==> src/include/rtc_consts.vh <==
// constants for the calendar / alarm / tick block
// assumes a 32-bit AHB-Lite slave decoding the low eight address bits
`ifndef RTC_CONSTS_VH
`define RTC_CONSTS_VH

// register byte offsets
`define OFF_CAL_TIME  8'h00
`define OFF_CAL_DATE  8'h04
`define OFF_ALM_TIME  8'h08
`define OFF_ALM_DATE  8'h0C
`define OFF_CTRL      8'h10
`define OFF_BLINK     8'h14
`define OFF_SECS      8'h18
`define OFF_IRQ_STAT  8'h1C
`define OFF_IRQ_MASK  8'h20
`define OFF_STATUS    8'h24

// time word fields (low bit positions)
`define F_SEC         0
`define F_MIN         8
`define F_HOUR        16
// date word fields
`define F_DAY         0
`define F_MON         8
`define F_YEAR        16
// control word bits
`define B_ALARM_ON    0
`define B_TICK_ON     1
`define B_TICK_MIN    2
`define B_MONITOR     3
`define B_BLINK_A     4
`define B_BLINK_B     5
`define F_TRIM        8
// interrupt bits
`define B_EV_ALARM    0
`define B_EV_TICK     1

// timing
`define XTAL_HZ       17'h08000
`define TRIM_WINDOW   4'hF
`define SEC_LAST      6'h3B
`define MIN_LAST      6'h3B
`define HOUR_LAST     5'h17
`define MON_LAST      4'hC
`define YEAR_LAST     6'h3F

// reset values
`define BLINK_PER_RST 32'h40004000
`define CTRL_RST      32'h00000000

`endif

==> src/logic/rtc_calendar_alarm_tick.v <==
// calendar, alarm, tick, trim, seconds counter and blink outputs
// assumes one AHB-Lite master, crystal clock arriving as a plain pin
//
// Function
// RULE_01: count crystal periods into calendar fields
// RULE_02: year zero is 2000, counts to 63
// RULE_03: host reads and writes every calendar field
// RULE_04: calendar clears when core supply lost
// RULE_05: alarm holds minutes through year, no seconds
// RULE_06: alarm match raises irq, wakeup in low power
// RULE_07: alarm trigger sets event register flag
// RULE_08: tick every second or minute as alarm
// RULE_09: source flag tells calendar match from tick
// RULE_10: separate enables for alarm and tick
// RULE_11: clock valid marker cleared on power up
// RULE_12: host sets marker when setting time
// RULE_13: host writes only in-range calendar values
// RULE_14: 32-bit seconds counter cleared by power-on reset
// RULE_15: two blink outputs, running in low power
// RULE_16: rate trim 1/(32768*16) steps, +-127
// RULE_17: trim only internal, clock out untrimmed
// RULE_18: sequencer may disable clock out in low power
// RULE_19: event flag held until host clears it
//
// Design decisions made here: the placing of the registers and the AHB-Lite interface to the registers.
`timescale 1ns/1ns
`default_nettype none
`include "rtc_consts.vh"

module rtc_calendar_alarm_tick #(
  parameter        BLINK_W = 16,
  parameter [16:0] SEC_DIV = `XTAL_HZ  // crystal rises per second
) (
  input  wire        sys_clk,            // 20 MHz system clock
  input  wire        rst_n,              // async reset, active low
  input  wire        hsel,               // slave select
  input  wire [31:0] haddr,              // byte address
  input  wire [1:0]  htrans,             // transfer type
  input  wire        hwrite,             // write when high
  input  wire [2:0]  hsize,              // word only
  input  wire [31:0] hwdata,             // write data
  input  wire        hready,             // bus ready
  output reg         hreadyout,          // slave ready
  output reg         hresp,              // always okay
  output reg  [31:0] hrdata,             // read data
  input  wire        xtal_clk_in,        // 32.768 kHz crystal pin
  input  wire        core_supply,        // high while core is powered
  input  wire        power_on_reset_n,   // power-on reset pin
  input  wire        low_power,          // device in low-power state
  input  wire        seq_clkout_disable, // sequencer clock-out off
  output reg         slow_clock_out,     // untrimmed crystal copy
  output wire        blink_output_a,     // blink pulse a
  output wire        blink_output_b,     // blink pulse b
  output reg         irq,                // level interrupt
  output reg         wakeup              // wakeup request
);

  // days in a month; year 0 (2000) and every fourth year is leap
  function [4:0] month_days;
    input [3:0] m;
    input [5:0] y;
    begin
      case (m)
        4'h2: month_days = (y[1:0] == 2'h0) ? 5'h1D : 5'h1C;
        4'h4, 4'h6, 4'h9, 4'hB: month_days = 5'h1E;
        default: month_days = 5'h1F;
      endcase
    end
  endfunction

  // pin synchronisers: first stage read only by the second
  reg  [4:0]  sync1_q;
  reg  [4:0]  sync2_q;
  reg         xtal_prev_q;
  wire        xtal_s   = sync2_q[0];
  wire        core_ok  = sync2_q[1];
  wire        por_ok   = sync2_q[2];
  wire        lp_s     = sync2_q[3];
  wire        seq_dis  = sync2_q[4];
  wire        xrise    = xtal_s & ~xtal_prev_q;

  always @(posedge sys_clk or negedge rst_n) begin
    if (!rst_n) begin
      sync1_q     <= 5'h00;
      sync2_q     <= 5'h00;
      xtal_prev_q <= 1'b0;
    end else begin
      sync1_q     <= {seq_clkout_disable, low_power,
                      power_on_reset_n, core_supply, xtal_clk_in};
      sync2_q     <= sync1_q;
      xtal_prev_q <= xtal_s;
    end
  end

  // bus state
  reg  [7:0]  addr_q;
  reg         wr_q;
  reg         pend_q;
  wire        take  = hsel & htrans[1] & hready;
  wire        wr_en = pend_q & wr_q;
  wire        rd_done = ~hreadyout;

  // software-visible registers
  reg  [5:0]  sec_q;
  reg  [5:0]  min_q;
  reg  [4:0]  hour_q;
  reg  [4:0]  day_q;
  reg  [3:0]  mon_q;
  reg  [5:0]  year_q;
  reg  [5:0]  a_min_q;
  reg  [4:0]  a_hour_q;
  reg  [4:0]  a_day_q;
  reg  [3:0]  a_mon_q;
  reg  [5:0]  a_year_q;
  reg  [31:0] ctrl_q;
  reg  [31:0] blink_per_q;
  reg  [31:0] secs_q;
  reg  [1:0]  stat_q;
  reg  [1:0]  mask_q;
  reg         alarm_type_q;

  // time base
  reg  [16:0] pre_q;
  reg  [3:0]  win_q;
  reg         match_prev_q;
  reg  [BLINK_W-1:0] bcnt_q [0:1];
  reg  [1:0]  blink_q;

  wire        alarm_on = ctrl_q[`B_ALARM_ON];
  wire        tick_on  = ctrl_q[`B_TICK_ON];
  wire        tick_min = ctrl_q[`B_TICK_MIN];
  wire [7:0]  trim     = ctrl_q[`F_TRIM +: 8];

  // trim applied once per 16-second window, 1/(32768*16) per step
  wire [16:0] period = (win_q == 4'h0) ?
                       (SEC_DIV - {{9{trim[7]}}, trim}) : SEC_DIV;
  wire        sec_tick = core_ok & xrise &                 // [RULE_16]
                         (pre_q >= period - 17'h00001);

  // alarm compare needs calendar seconds at zero; fires when the match begins
  wire        match = (min_q == a_min_q) && (hour_q == a_hour_q) &&
                      (day_q == a_day_q) && (mon_q == a_mon_q) &&
                      (year_q == a_year_q) && (sec_q == 6'h00);
  wire        alarm_evt = core_ok & alarm_on &             // [RULE_10]
                          match & ~match_prev_q;           // [RULE_05]
  wire        tick_evt  = tick_on & sec_tick &             // [RULE_08]
                          (~tick_min | (sec_q == `SEC_LAST));

  // status bits read by the bus in the wait cycle
  wire [1:0]  stat_clr = (rd_done && addr_q == `OFF_IRQ_STAT) ?
                         stat_q : 2'h0;
  wire [1:0]  stat_d   = (stat_q & ~stat_clr) |            // [RULE_19]
                         {tick_evt, alarm_evt};

  // read multiplexer
  reg  [31:0] rdata;
  always @* begin
    rdata = 32'h00000000;
    case (addr_q)
      `OFF_CAL_TIME: begin                                 // [RULE_03]
        rdata[`F_SEC  +: 6] = sec_q;
        rdata[`F_MIN  +: 6] = min_q;
        rdata[`F_HOUR +: 5] = hour_q;
      end
      `OFF_CAL_DATE: begin
        rdata[`F_DAY  +: 5] = day_q;
        rdata[`F_MON  +: 4] = mon_q;
        rdata[`F_YEAR +: 6] = year_q;
      end
      `OFF_ALM_TIME: begin
        rdata[`F_MIN  +: 6] = a_min_q;
        rdata[`F_HOUR +: 5] = a_hour_q;
      end
      `OFF_ALM_DATE: begin
        rdata[`F_DAY  +: 5] = a_day_q;
        rdata[`F_MON  +: 4] = a_mon_q;
        rdata[`F_YEAR +: 6] = a_year_q;
      end
      `OFF_CTRL:     rdata = ctrl_q;
      `OFF_BLINK:    rdata = blink_per_q;
      `OFF_SECS:     rdata = secs_q;
      `OFF_IRQ_STAT: rdata[1:0] = stat_q;
      `OFF_IRQ_MASK: rdata[1:0] = mask_q;
      `OFF_STATUS:   rdata[1:0] = {core_ok, alarm_type_q}; // [RULE_09]
      default:       rdata = 32'h00000000;
    endcase
  end

  // ahb-lite slave: writes zero wait, reads one wait state so that
  // a read right behind a write sees the written value
  always @(posedge sys_clk or negedge rst_n) begin
    if (!rst_n) begin
      addr_q    <= 8'h00;
      wr_q      <= 1'b0;
      pend_q    <= 1'b0;
      hreadyout <= 1'b1;
      hresp     <= 1'b0;
      hrdata    <= 32'h00000000;
    end else begin
      pend_q <= take;
      hresp  <= 1'b0;
      if (take) begin
        addr_q <= haddr[7:0];
        wr_q   <= hwrite;
      end
      if (take && !hwrite) begin
        hreadyout <= 1'b0;
      end else if (rd_done) begin
        hreadyout <= 1'b1;
        hrdata    <= rdata;
      end
    end
  end

  // control, alarm and blink registers
  always @(posedge sys_clk or negedge rst_n) begin
    if (!rst_n) begin
      ctrl_q      <= `CTRL_RST;
      blink_per_q <= `BLINK_PER_RST;
      mask_q      <= 2'h0;
      a_min_q     <= 6'h00;
      a_hour_q    <= 5'h00;
      a_day_q     <= 5'h00;
      a_mon_q     <= 4'h0;
      a_year_q    <= 6'h00;
    end else begin
      if (wr_en && addr_q == `OFF_CTRL) begin
        ctrl_q <= {16'h0000, hwdata[15:8], 2'h0, hwdata[5:0]};
      end
      // the marker falls whenever the core rail drops
      if (!core_ok) begin
        ctrl_q[`B_MONITOR] <= 1'b0;                        // [RULE_11]
      end
      if (wr_en && addr_q == `OFF_BLINK) begin
        blink_per_q <= hwdata;
      end
      if (wr_en && addr_q == `OFF_IRQ_MASK) begin
        mask_q <= hwdata[1:0];
      end
      if (wr_en && addr_q == `OFF_ALM_TIME) begin          // [RULE_05]
        a_min_q  <= hwdata[`F_MIN  +: 6];
        a_hour_q <= hwdata[`F_HOUR +: 5];
      end
      if (wr_en && addr_q == `OFF_ALM_DATE) begin
        a_day_q  <= hwdata[`F_DAY  +: 5];
        a_mon_q  <= hwdata[`F_MON  +: 4];
        a_year_q <= hwdata[`F_YEAR +: 6];
      end
    end
  end

  // prescaler: counts crystal edges, window counter for the trim
  always @(posedge sys_clk or negedge rst_n) begin
    if (!rst_n) begin
      pre_q <= 17'h00000;
      win_q <= 4'h0;
    end else if (!core_ok) begin
      pre_q <= 17'h00000;
      win_q <= 4'h0;
    end else if (sec_tick) begin                           // [RULE_01]
      pre_q <= 17'h00000;
      win_q <= (win_q == `TRIM_WINDOW) ? 4'h0 : win_q + 4'h1;
    end else if (xrise) begin
      pre_q <= pre_q + 17'h00001;
    end
  end

  // calendar: supply loss beats bus write beats advance
  always @(posedge sys_clk or negedge rst_n) begin
    if (!rst_n) begin
      sec_q  <= 6'h00;
      min_q  <= 6'h00;
      hour_q <= 5'h00;
      day_q  <= 5'h00;
      mon_q  <= 4'h0;
      year_q <= 6'h00;
    end else if (!core_ok) begin                           // [RULE_04]
      sec_q  <= 6'h00;
      min_q  <= 6'h00;
      hour_q <= 5'h00;
      day_q  <= 5'h00;
      mon_q  <= 4'h0;
      year_q <= 6'h00;
    end else if (wr_en && addr_q == `OFF_CAL_TIME) begin   // [RULE_03]
      // out-of-range values are taken as written
      sec_q  <= hwdata[`F_SEC  +: 6];                      // [RULE_13]
      min_q  <= hwdata[`F_MIN  +: 6];
      hour_q <= hwdata[`F_HOUR +: 5];
    end else if (wr_en && addr_q == `OFF_CAL_DATE) begin
      day_q  <= hwdata[`F_DAY  +: 5];
      mon_q  <= hwdata[`F_MON  +: 4];
      year_q <= hwdata[`F_YEAR +: 6];
    end else if (sec_tick) begin                           // [RULE_01]
      if (sec_q < `SEC_LAST) begin
        sec_q <= sec_q + 6'h01;
      end else begin
        sec_q <= 6'h00;
        if (min_q < `MIN_LAST) begin
          min_q <= min_q + 6'h01;
        end else begin
          min_q <= 6'h00;
          if (hour_q < `HOUR_LAST) begin
            hour_q <= hour_q + 5'h01;
          end else begin
            hour_q <= 5'h00;
            if (day_q < month_days(mon_q, year_q)) begin
              day_q <= day_q + 5'h01;
            end else begin
              day_q <= 5'h01;
              if (mon_q < `MON_LAST) begin
                mon_q <= mon_q + 4'h1;
              end else begin
                mon_q <= 4'h1;
                // wraps back to 2000 after 63
                year_q <= (year_q == `YEAR_LAST) ?         // [RULE_02]
                          6'h00 : year_q + 6'h01;
              end
            end
          end
        end
      end
    end
  end

  // free seconds counter, not cleared by the calendar rail but stopped while it is down
  always @(posedge sys_clk or negedge rst_n) begin
    if (!rst_n) begin
      secs_q <= 32'h00000000;
    end else if (!por_ok) begin                            // [RULE_14]
      secs_q <= 32'h00000000;
    end else if (sec_tick) begin
      secs_q <= secs_q + 32'h00000001;
    end
  end

  // events, interrupt and wakeup
  always @(posedge sys_clk or negedge rst_n) begin
    if (!rst_n) begin
      stat_q       <= 2'h0;
      match_prev_q <= 1'b0;
      alarm_type_q <= 1'b0;
      irq          <= 1'b0;
      wakeup       <= 1'b0;
    end else begin
      match_prev_q <= match;
      stat_q       <= stat_d;                              // [RULE_07]
      // registered irq is set from stat_d, so it changes in the same cycle as the flag
      irq          <= |(stat_d & mask_q);                  // [RULE_06]
      if (alarm_evt) begin
        alarm_type_q <= 1'b0;                              // [RULE_09]
      end else if (tick_evt) begin
        alarm_type_q <= 1'b1;
      end
      if (!lp_s) begin
        wakeup <= 1'b0;
      end else if (alarm_evt || tick_evt) begin
        wakeup <= 1'b1;                                    // [RULE_06]
      end
    end
  end

  // blink dividers: not gated by low power on purpose
  integer i;
  always @(posedge sys_clk or negedge rst_n) begin
    if (!rst_n) begin
      bcnt_q[0] <= {BLINK_W{1'b0}};
      bcnt_q[1] <= {BLINK_W{1'b0}};
      blink_q   <= 2'h0;
    end else if (xrise) begin
      for (i = 0; i < 2; i = i + 1) begin
        if (!ctrl_q[`B_BLINK_A + i]) begin
          bcnt_q[i]  <= {BLINK_W{1'b0}};
          blink_q[i] <= 1'b0;
        end else if (bcnt_q[i] >= blink_per_q[i*16 +: BLINK_W]) begin
          bcnt_q[i]  <= {BLINK_W{1'b0}};
          blink_q[i] <= ~blink_q[i];                       // [RULE_15]
        end else begin
          bcnt_q[i]  <= bcnt_q[i] + {{(BLINK_W-1){1'b0}}, 1'b1};
        end
      end
    end
  end

  assign blink_output_a = blink_q[0];
  assign blink_output_b = blink_q[1];

  // clock out from the raw crystal, never the trimmed count
  always @(posedge sys_clk or negedge rst_n) begin
    if (!rst_n) begin
      slow_clock_out <= 1'b0;
    end else begin
      slow_clock_out <= xtal_s & ~(lp_s & seq_dis);      // [RULE_17] [RULE_18]
    end
  end

endmodule

`default_nettype wire

==> config.mk <==
export PLATFORM = sky130hd
export DESIGN_NAME = rtc_calendar_alarm_tick
export DESIGN_NICKNAME = d
export VERILOG_FILES = /design/src/logic/rtc_calendar_alarm_tick.v
export VERILOG_INCLUDE_DIRS = /design/src /design/src/include
export SDC_FILE = /design/constraint.sdc
export NUM_CORES = 1
export LEC_CHECK = 0
export BUFFER_PORTS_ARGS = -buffer_cell sky130_fd_sc_hd__buf_2
export CELL_PAD_IN_SITES_DETAIL_PLACEMENT = 1
export CELL_PAD_IN_SITES_GLOBAL_PLACEMENT = 2
export CORE_MARGIN = 2
export CORE_UTILIZATION = 35
export DETAILED_ROUTE_END_ITERATION = 10
export PLACE_DENSITY_LB_ADDON = 0.1
export SYNTH_ARGS = -nofsm -noshare
export SYNTH_HDL_FRONTEND = slang
export SYNTH_SLANG_ARGS = --single-unit
export TNS_END_PERCENT = 1
==> constraint.sdc <==
create_clock -name sys_clk -period 4 [get_ports sys_clk]
set_input_delay 1 -clock sys_clk [delete_from_list [all_inputs] [get_ports sys_clk]]
set_output_delay 1 -clock sys_clk [all_outputs]
set_load 0.1 [all_outputs]
After elaboration in Yosys (flattened, before gate mapping)
Index checks and enable logic that the tools add are counted.
Operators by class
  add/sub/neg operators: 13
  mux-type cells: 89
  equality and inequality tests: 40
  reductions and logical operators: 32
  bitwise gates (word level): 26
  $lt $le $gt $ge: 8
Operator list (number)
  two-way mux 6 bit: 21
  two-way mux 5 bit: 22
  two-way mux 17 bit: 4
  two-way mux 16 bit: 4
  two-way mux 32 bit: 2
  two-way mux 4 bit: 13
  adder 16 x 1 -> 16 bit, second input constant: 2
  adder 32 x 1 -> 32 bit, second input constant: 1
  equality test 8 x 5 -> 1 bit, second input constant: 4
  greater-or-equal comparator 16 bit: 2
  case mux 5 bit (6 select lines): 1
  case mux 4 bit (7 select lines): 1
  inequality test 3 bit, second input constant: 8
  case mux 10 bit (2 select lines): 1
  adder 6 x 1 -> 6 bit, second input constant: 3
  case mux 2 bit (9 select lines): 1
  case mux 3 bit (6 select lines): 1
  adder 17 x 1 -> 17 bit, second input constant: 1
  greater-or-equal comparator 17 bit: 1
  subtractor 16 x 17 -> 17 bit, first input constant: 1
  subtractor 17 x 1 -> 17 bit, second input constant: 1
  equality test 8 x 4 -> 1 bit, second input constant: 2
  equality test 8 x 6 -> 1 bit, second input constant: 2
  logical AND 1 bit: 14
  44 further kinds: 95
Storage, ports and cells
  logic and storage cells: 244
  bits in registers: 254
  input port bits: 79

Logic depth before layout (Yosys ltp)
  word-level depth: 19
  depth in mapped cells: 19
  depth with buffers taken out: 17

Worst setup path before layout
OpenSTA, ideal clock, no wires.
  path kind: register to register
  start point: register ctrl_q[8]
  end point: register pre_q[11]
  clock period less this slack: 3.936 ns
  stages on the path, launching flop included: 19
  arrival time: 3.840 ns
  path buffers: 2
  setup slack: 0.064 ns
  cells stage by stage: dfrtp_1 > inv_1 > ha_1 > nor2b_1 > o21ai_0 > a211oi_1 > a31oi_1 > nor3_1 > o32a_1 > ha_1 > a21oi_1 > a21boi_0 > a211o_1 > buf_1 > nor2_1 > clkbuf_1 > and3_1 > o21ai_0 > o31ai_1
Between the ends
  longest elaborated chain between the ends: 7
RTL lines
  from (decl): line rtc_calendar_alarm_tick.v:115  | reg [31:0] ctrl_q;
  from (signal assigned): line rtc_calendar_alarm_tick.v:218  | ctrl_q <= `CTRL_RST;
  from (signal assigned): line rtc_calendar_alarm_tick.v:228  | ctrl_q <= {16'h0000, hwdata[15:8], 2'h0, hwdata[5:0]};
  subtractor 16 x 17 -> 17 bit *: line rtc_calendar_alarm_tick.v:136  | (SEC_DIV - {{9{trim[7]}}, trim}) : SEC_DIV;
  two-way mux 17 bit *: line rtc_calendar_alarm_tick.v:135  | wire [16:0] period = (win_q == 4'h0) ?
  subtractor 17 x 1 -> 17 bit *: line rtc_calendar_alarm_tick.v:138  | (pre_q >= period - 17'h00001);
  greater-or-equal comparator 17 bit *: line rtc_calendar_alarm_tick.v:138
  bitwise AND 1 bit *: line rtc_calendar_alarm_tick.v:137  | wire sec_tick = core_ok & xrise &
  two-way mux 17 bit: line rtc_calendar_alarm_tick.v:260  | end else if (sec_tick) begin
  two-way mux 17 bit: line rtc_calendar_alarm_tick.v:257  | end else if (!core_ok) begin
  to (signal assigned): line rtc_calendar_alarm_tick.v:264  | pre_q <= pre_q + 17'h00001;
  to (decl): line rtc_calendar_alarm_tick.v:123  | reg [16:0] pre_q;
Every way passes the cells marked *; elsewhere a longest branch is shown, timed or not.
A chain may end at the register's enable or synchronous reset.

Final worst setup path
  start point: register ctrl_q[9]
  end point: register secs_q[28]
Between the ends
  longest elaborated chain between the ends: 6
RTL lines
  subtractor 16 x 17 -> 17 bit: line rtc_calendar_alarm_tick.v:136
  two-way mux 17 bit: line rtc_calendar_alarm_tick.v:135
  subtractor 17 x 1 -> 17 bit: line rtc_calendar_alarm_tick.v:138
  greater-or-equal comparator 17 bit: line rtc_calendar_alarm_tick.v:138
  bitwise AND 1 bit: line rtc_calendar_alarm_tick.v:137
  inequality test 2 x 1 -> 1 bit (no line)
  to (signal assigned): line rtc_calendar_alarm_tick.v:332  | secs_q <= secs_q + 32'h00000001;
  to (decl): line rtc_calendar_alarm_tick.v:117  | reg [31:0] secs_q;
No other way between the ends.

==> impl_metrics.env <==
export IMPL_firstDrtPassIters=5
export IMPL_finClkSkew_ns=0.0182
export IMPL_cts_num_sinks=254
export IMPL_io_pins=118
export IMPL_ant_nets=0
export IMPL_arrival_ns=4.59
export IMPL_pwr_share_seq_pct=42.0
export IMPL_power_density_nw_per_um2=377
export IMPL_p_int_mw=4.72
export IMPL_grt_pass1_wl_um=78300
export IMPL_p_switching_mw=1.91
export IMPL_switching_share_pct=28.8
export IMPL_syn_area_per_cell_um2=9.38
export IMPL_reg2reg_from="ctrl_q[9]"
export IMPL_drive_above_1_share_pct=21.9
export IMPL_cpPeakStageDelay_ns=0.59
export IMPL_cts_buffer_depth=3
export IMPL_synthTopCellsByCount="dfrtp_1 (251), nand2_1 (164), o21ai_0 (129)"
export IMPL_utilization_pct=42.9
export IMPL_grt_util_all_layers_pct=23.2
export IMPL_synth_edff_count=0
export IMPL_synth_top_area_share_pct=43.3
export IMPL_stdcell_count=2266
export IMPL_drtIter0Drc=770
export IMPL_fp_row_count=74
export IMPL_grt_setup_unrepaired="true"
export IMPL_die_x_um=208
export IMPL_totalWireLength_um=50100
export IMPL_fin_crit_ns=4.13
export IMPL_worstPathCellList="buf_6 -> or3_4 -> a21oi_2 -> a21oi_2 -> nor3_2 -> a31o_4 -> nor3b_4 -> nand4b_1 -> ha_4 -> nand4_1 -> nor3_2 -> buf_4 -> o21a_1 -> buf_6 -> o2111ai_2 -> buf_4 -> or4b_2 -> o21ai_1"
export IMPL_grt_max_degree=80
export IMPL_worst_setup_path_end_kind="flop"
export IMPL_nets=1860
export IMPL_status="finished, violations left"
export IMPL_synth_async_reset_ratio_pct=100
export IMPL_post_drt_wl_per_cell_um=22.1
export IMPL_htreeDepth=2
export IMPL_ys_ff_latch=254
export IMPL_port_buffers=88
export IMPL_pwr_share_comb_pct=12.7
export IMPL_maxCapViolations=0
export IMPL_crit_buf_inv=4
export IMPL_leakagePower_nw=8.01
export IMPL_viasPerCell=5.58
export IMPL_clock_latency_ns=0.54
export IMPL_dieArea_um2=43100
export IMPL_hold_class="flop to flop"
export IMPL_syn_area_um2=14500
export IMPL_cts_made_buffers=34
export IMPL_worstPathMaxFanout=5
export IMPL_cts_clk_slew_worst_paths_ns=0.05
export IMPL_place_ws_ns=-0.472
export IMPL_clockRootBuffer="clkbuf_16"
export IMPL_dpl_cell_area_um2=16200
export IMPL_place_inst=2202
export IMPL_synthTopCellsByArea="dfrtp_1 (43%), ha_1 (6.0%), o21ai_0 (4.4%)"
export IMPL_grt_pass1_vias=13100
export IMPL_hold_buffers=0
export IMPL_cts_tree="yes"
export IMPL_yosysMostFrequentCell="dfrtp_1"
export IMPL_fmax_mhz=242
export IMPL_hold_violations=0
export IMPL_seq_area_frac_synth_pct=43.8
export IMPL_finalCritPeriodShare_pct=103
export IMPL_ir_worst_vdd_mv=0.300
export IMPL_syn_inst=1548
export IMPL_die_h_um=208
export IMPL_ys_flop_type="dfrtp_1"
export IMPL_antenna_found_initial=0
export IMPL_required_ns=4.46
export IMPL_yosysTopAreaCell="dfrtp_1"
export IMPL_synth_nets=1697
export IMPL_drv_slew=0
export IMPL_setup_viol=32
export IMPL_dp_hpwl_um=37100
export IMPL_place_congestion=0.858
export IMPL_crit_start="ctrl_q[9]"
export IMPL_ys_warn_count=0
export IMPL_relSlewSlack_pct=23.1
export IMPL_startpoint_type="flop"
export IMPL_fin_ws_ns=-0.134
export IMPL_diodes=0
export IMPL_initial_core_util_pct=35.5
export IMPL_grt_overflow_total=0
export IMPL_crit_type="flop to flop"
export IMPL_crit_family="simple AND/OR/NAND/NOR gates"
export IMPL_slowest_stage="or4b_2"
export IMPL_violations="setup timing"
export IMPL_fillers=4691
export IMPL_fin_area_um2=17600
export IMPL_tightest_slew_ns=1.15
export IMPL_ys_types=80
export IMPL_hold_start="sync1_q[4]"
export IMPL_syn2layout_area_growth_pct=21.0
export IMPL_coreArea_um2=40900
export IMPL_drc=0
export IMPL_dr_total_vias=12600
export IMPL_clkPwrFrac_pct=45.4
export IMPL_p_total_mw=6.63
[worst register-to-register path, stage by stage (launching register included)]
cell and delay [ns]:
dfrtp_1 0.40, buf_6 0.14, or3_4 0.38, a21oi_2 0.16
a21oi_2 0.08, nor3_2 0.20, a31o_4 0.18, nor3b_4 0.23
nand4b_1 0.19, ha_4 0.32, nand4_1 0.11, nor3_2 0.24
buf_4 0.15, o21a_1 0.15, buf_6 0.13, o2111ai_2 0.14
buf_4 0.20, or4b_2 0.59, o21ai_1 0.09
[final cells by class]
class | count | area [um2] | area share, %
multi-input combinational | 1151 | 7830 | 44.6
clock inverter | 6 | 36.3 | 0.207
inverter | 71 | 267 | 1.52
timing repair buffer | 199 | 1340 | 7.64
clock buffer | 53 | 1050 | 6.00
sequential | 254 | 6360 | 36.2
tap | 532 | 666 | 3.79
[layout by cell type (no fill, tap or decap), types with 8 or more instances in the layout]
cell       Yosys  layout
o21ai_1        8      10
buf_4          2     101
nor2_1       104     101
xor2_1        35      35
o31ai_1       22      20
or3_1         26      25
and2_1         9       9
nor4_1        11      10
mux2i_1       30      30
clkbuf_16      0      35
a22oi_1       24      24
inv_1         71      68
clkbuf_8       0      11
ha_1          70      67
nand2b_1      13      11
buf_2         12      88
xnor2_1       28      26
nand3_1       73      73
dfrtp_1      251     250
nand4_1       32      32
a21o_1        17      17
nor3_2         3       8
and3_1        28      28
a21oi_1       71      66
o21ai_0      129     126
mux2_2        56      56
nor3_1        25      19
a221oi_1      11      11
a31oi_1       13      12
o22ai_1       15      15
nand2_1      164     163
[cell families (layout without fill, tap and decap cells)]
| kind of cell | count (synthesis) | in the layout | synth area share (%) |
|---|---|---|---|
| and+or+nand+nor | 537 | 537 | 18.4 |
| buffers and inverters | 143 | 329 | 3.85 |
| muxes | 88 | 88 | 6.57 |
| DFF | 254 | 254 | 43.8 |
| xor gates and xnor gates | 63 | 63 | 3.80 |
| other | 1 | 1 | 0.0258 |
| adders and majority gates | 70 | 70 | 6.04 |
| AOI/OAI and AO/OA | 392 | 392 | 17.5 |
[power groups by stage]
stage               Combinational, mW  Sequential (mW)  Clock, mW
global placement                0.823             2.82          0
floorplan                       0.347             2.98          0
CTS                             0.840             2.78       3.09
global route                    0.910             2.79       3.18
finish                          0.840             2.78       3.01
detailed placement              0.832             2.82          0
[registers in the layout, summed over array words and instances (netlist names), 8 cells and up]
signal and flops:
secs_q 32, bcnt_q 32, addr_q 8, hrdata 32, blink_per_q 32, ctrl_q 14
pre_q 17
[timing repair]
action	4_1_cts	5_1_grt
buffers inserted	2	2
setup endpoints to repair	87	89
cloned	0	1
hold endpoints to repair	0	0
resized for setup	20	36
pin swaps	13	22
[through the flow]
step                hold WS (ns)  setup TNS (ns)
finish                     0.347           -2.02
global route               0.363          -16.51
CTS                        0.348          -0.811
detailed placement         0.336          -19.04
global placement           0.334          -12.24
floorplan                  0.331               0
[routing by layer]
layer	routed length, um	up-vias	global-route usage, %
li1	-	5963	-
met1	23600	6372	32.8
met2	22900	242	37.1
met3	2330	64	3.37
met4	1220	0	6.70
met5	0	-	0
[path summary, 6_finish.rpt]
kind                         endpoint  slack [ns]  cells after the start
max reg2reg                secs_q[28]       -0.13                     18
max in group asynchronous   ctrl_q[8]        2.67                      2
min                        sync2_q[4]        0.35                      0
max                        secs_q[28]       -0.13                     18
min reg2reg                sync2_q[4]        0.35                      0
min in group asynchronous    day_q[4]        0.39                      1
(Power assumes the default switching activity.)
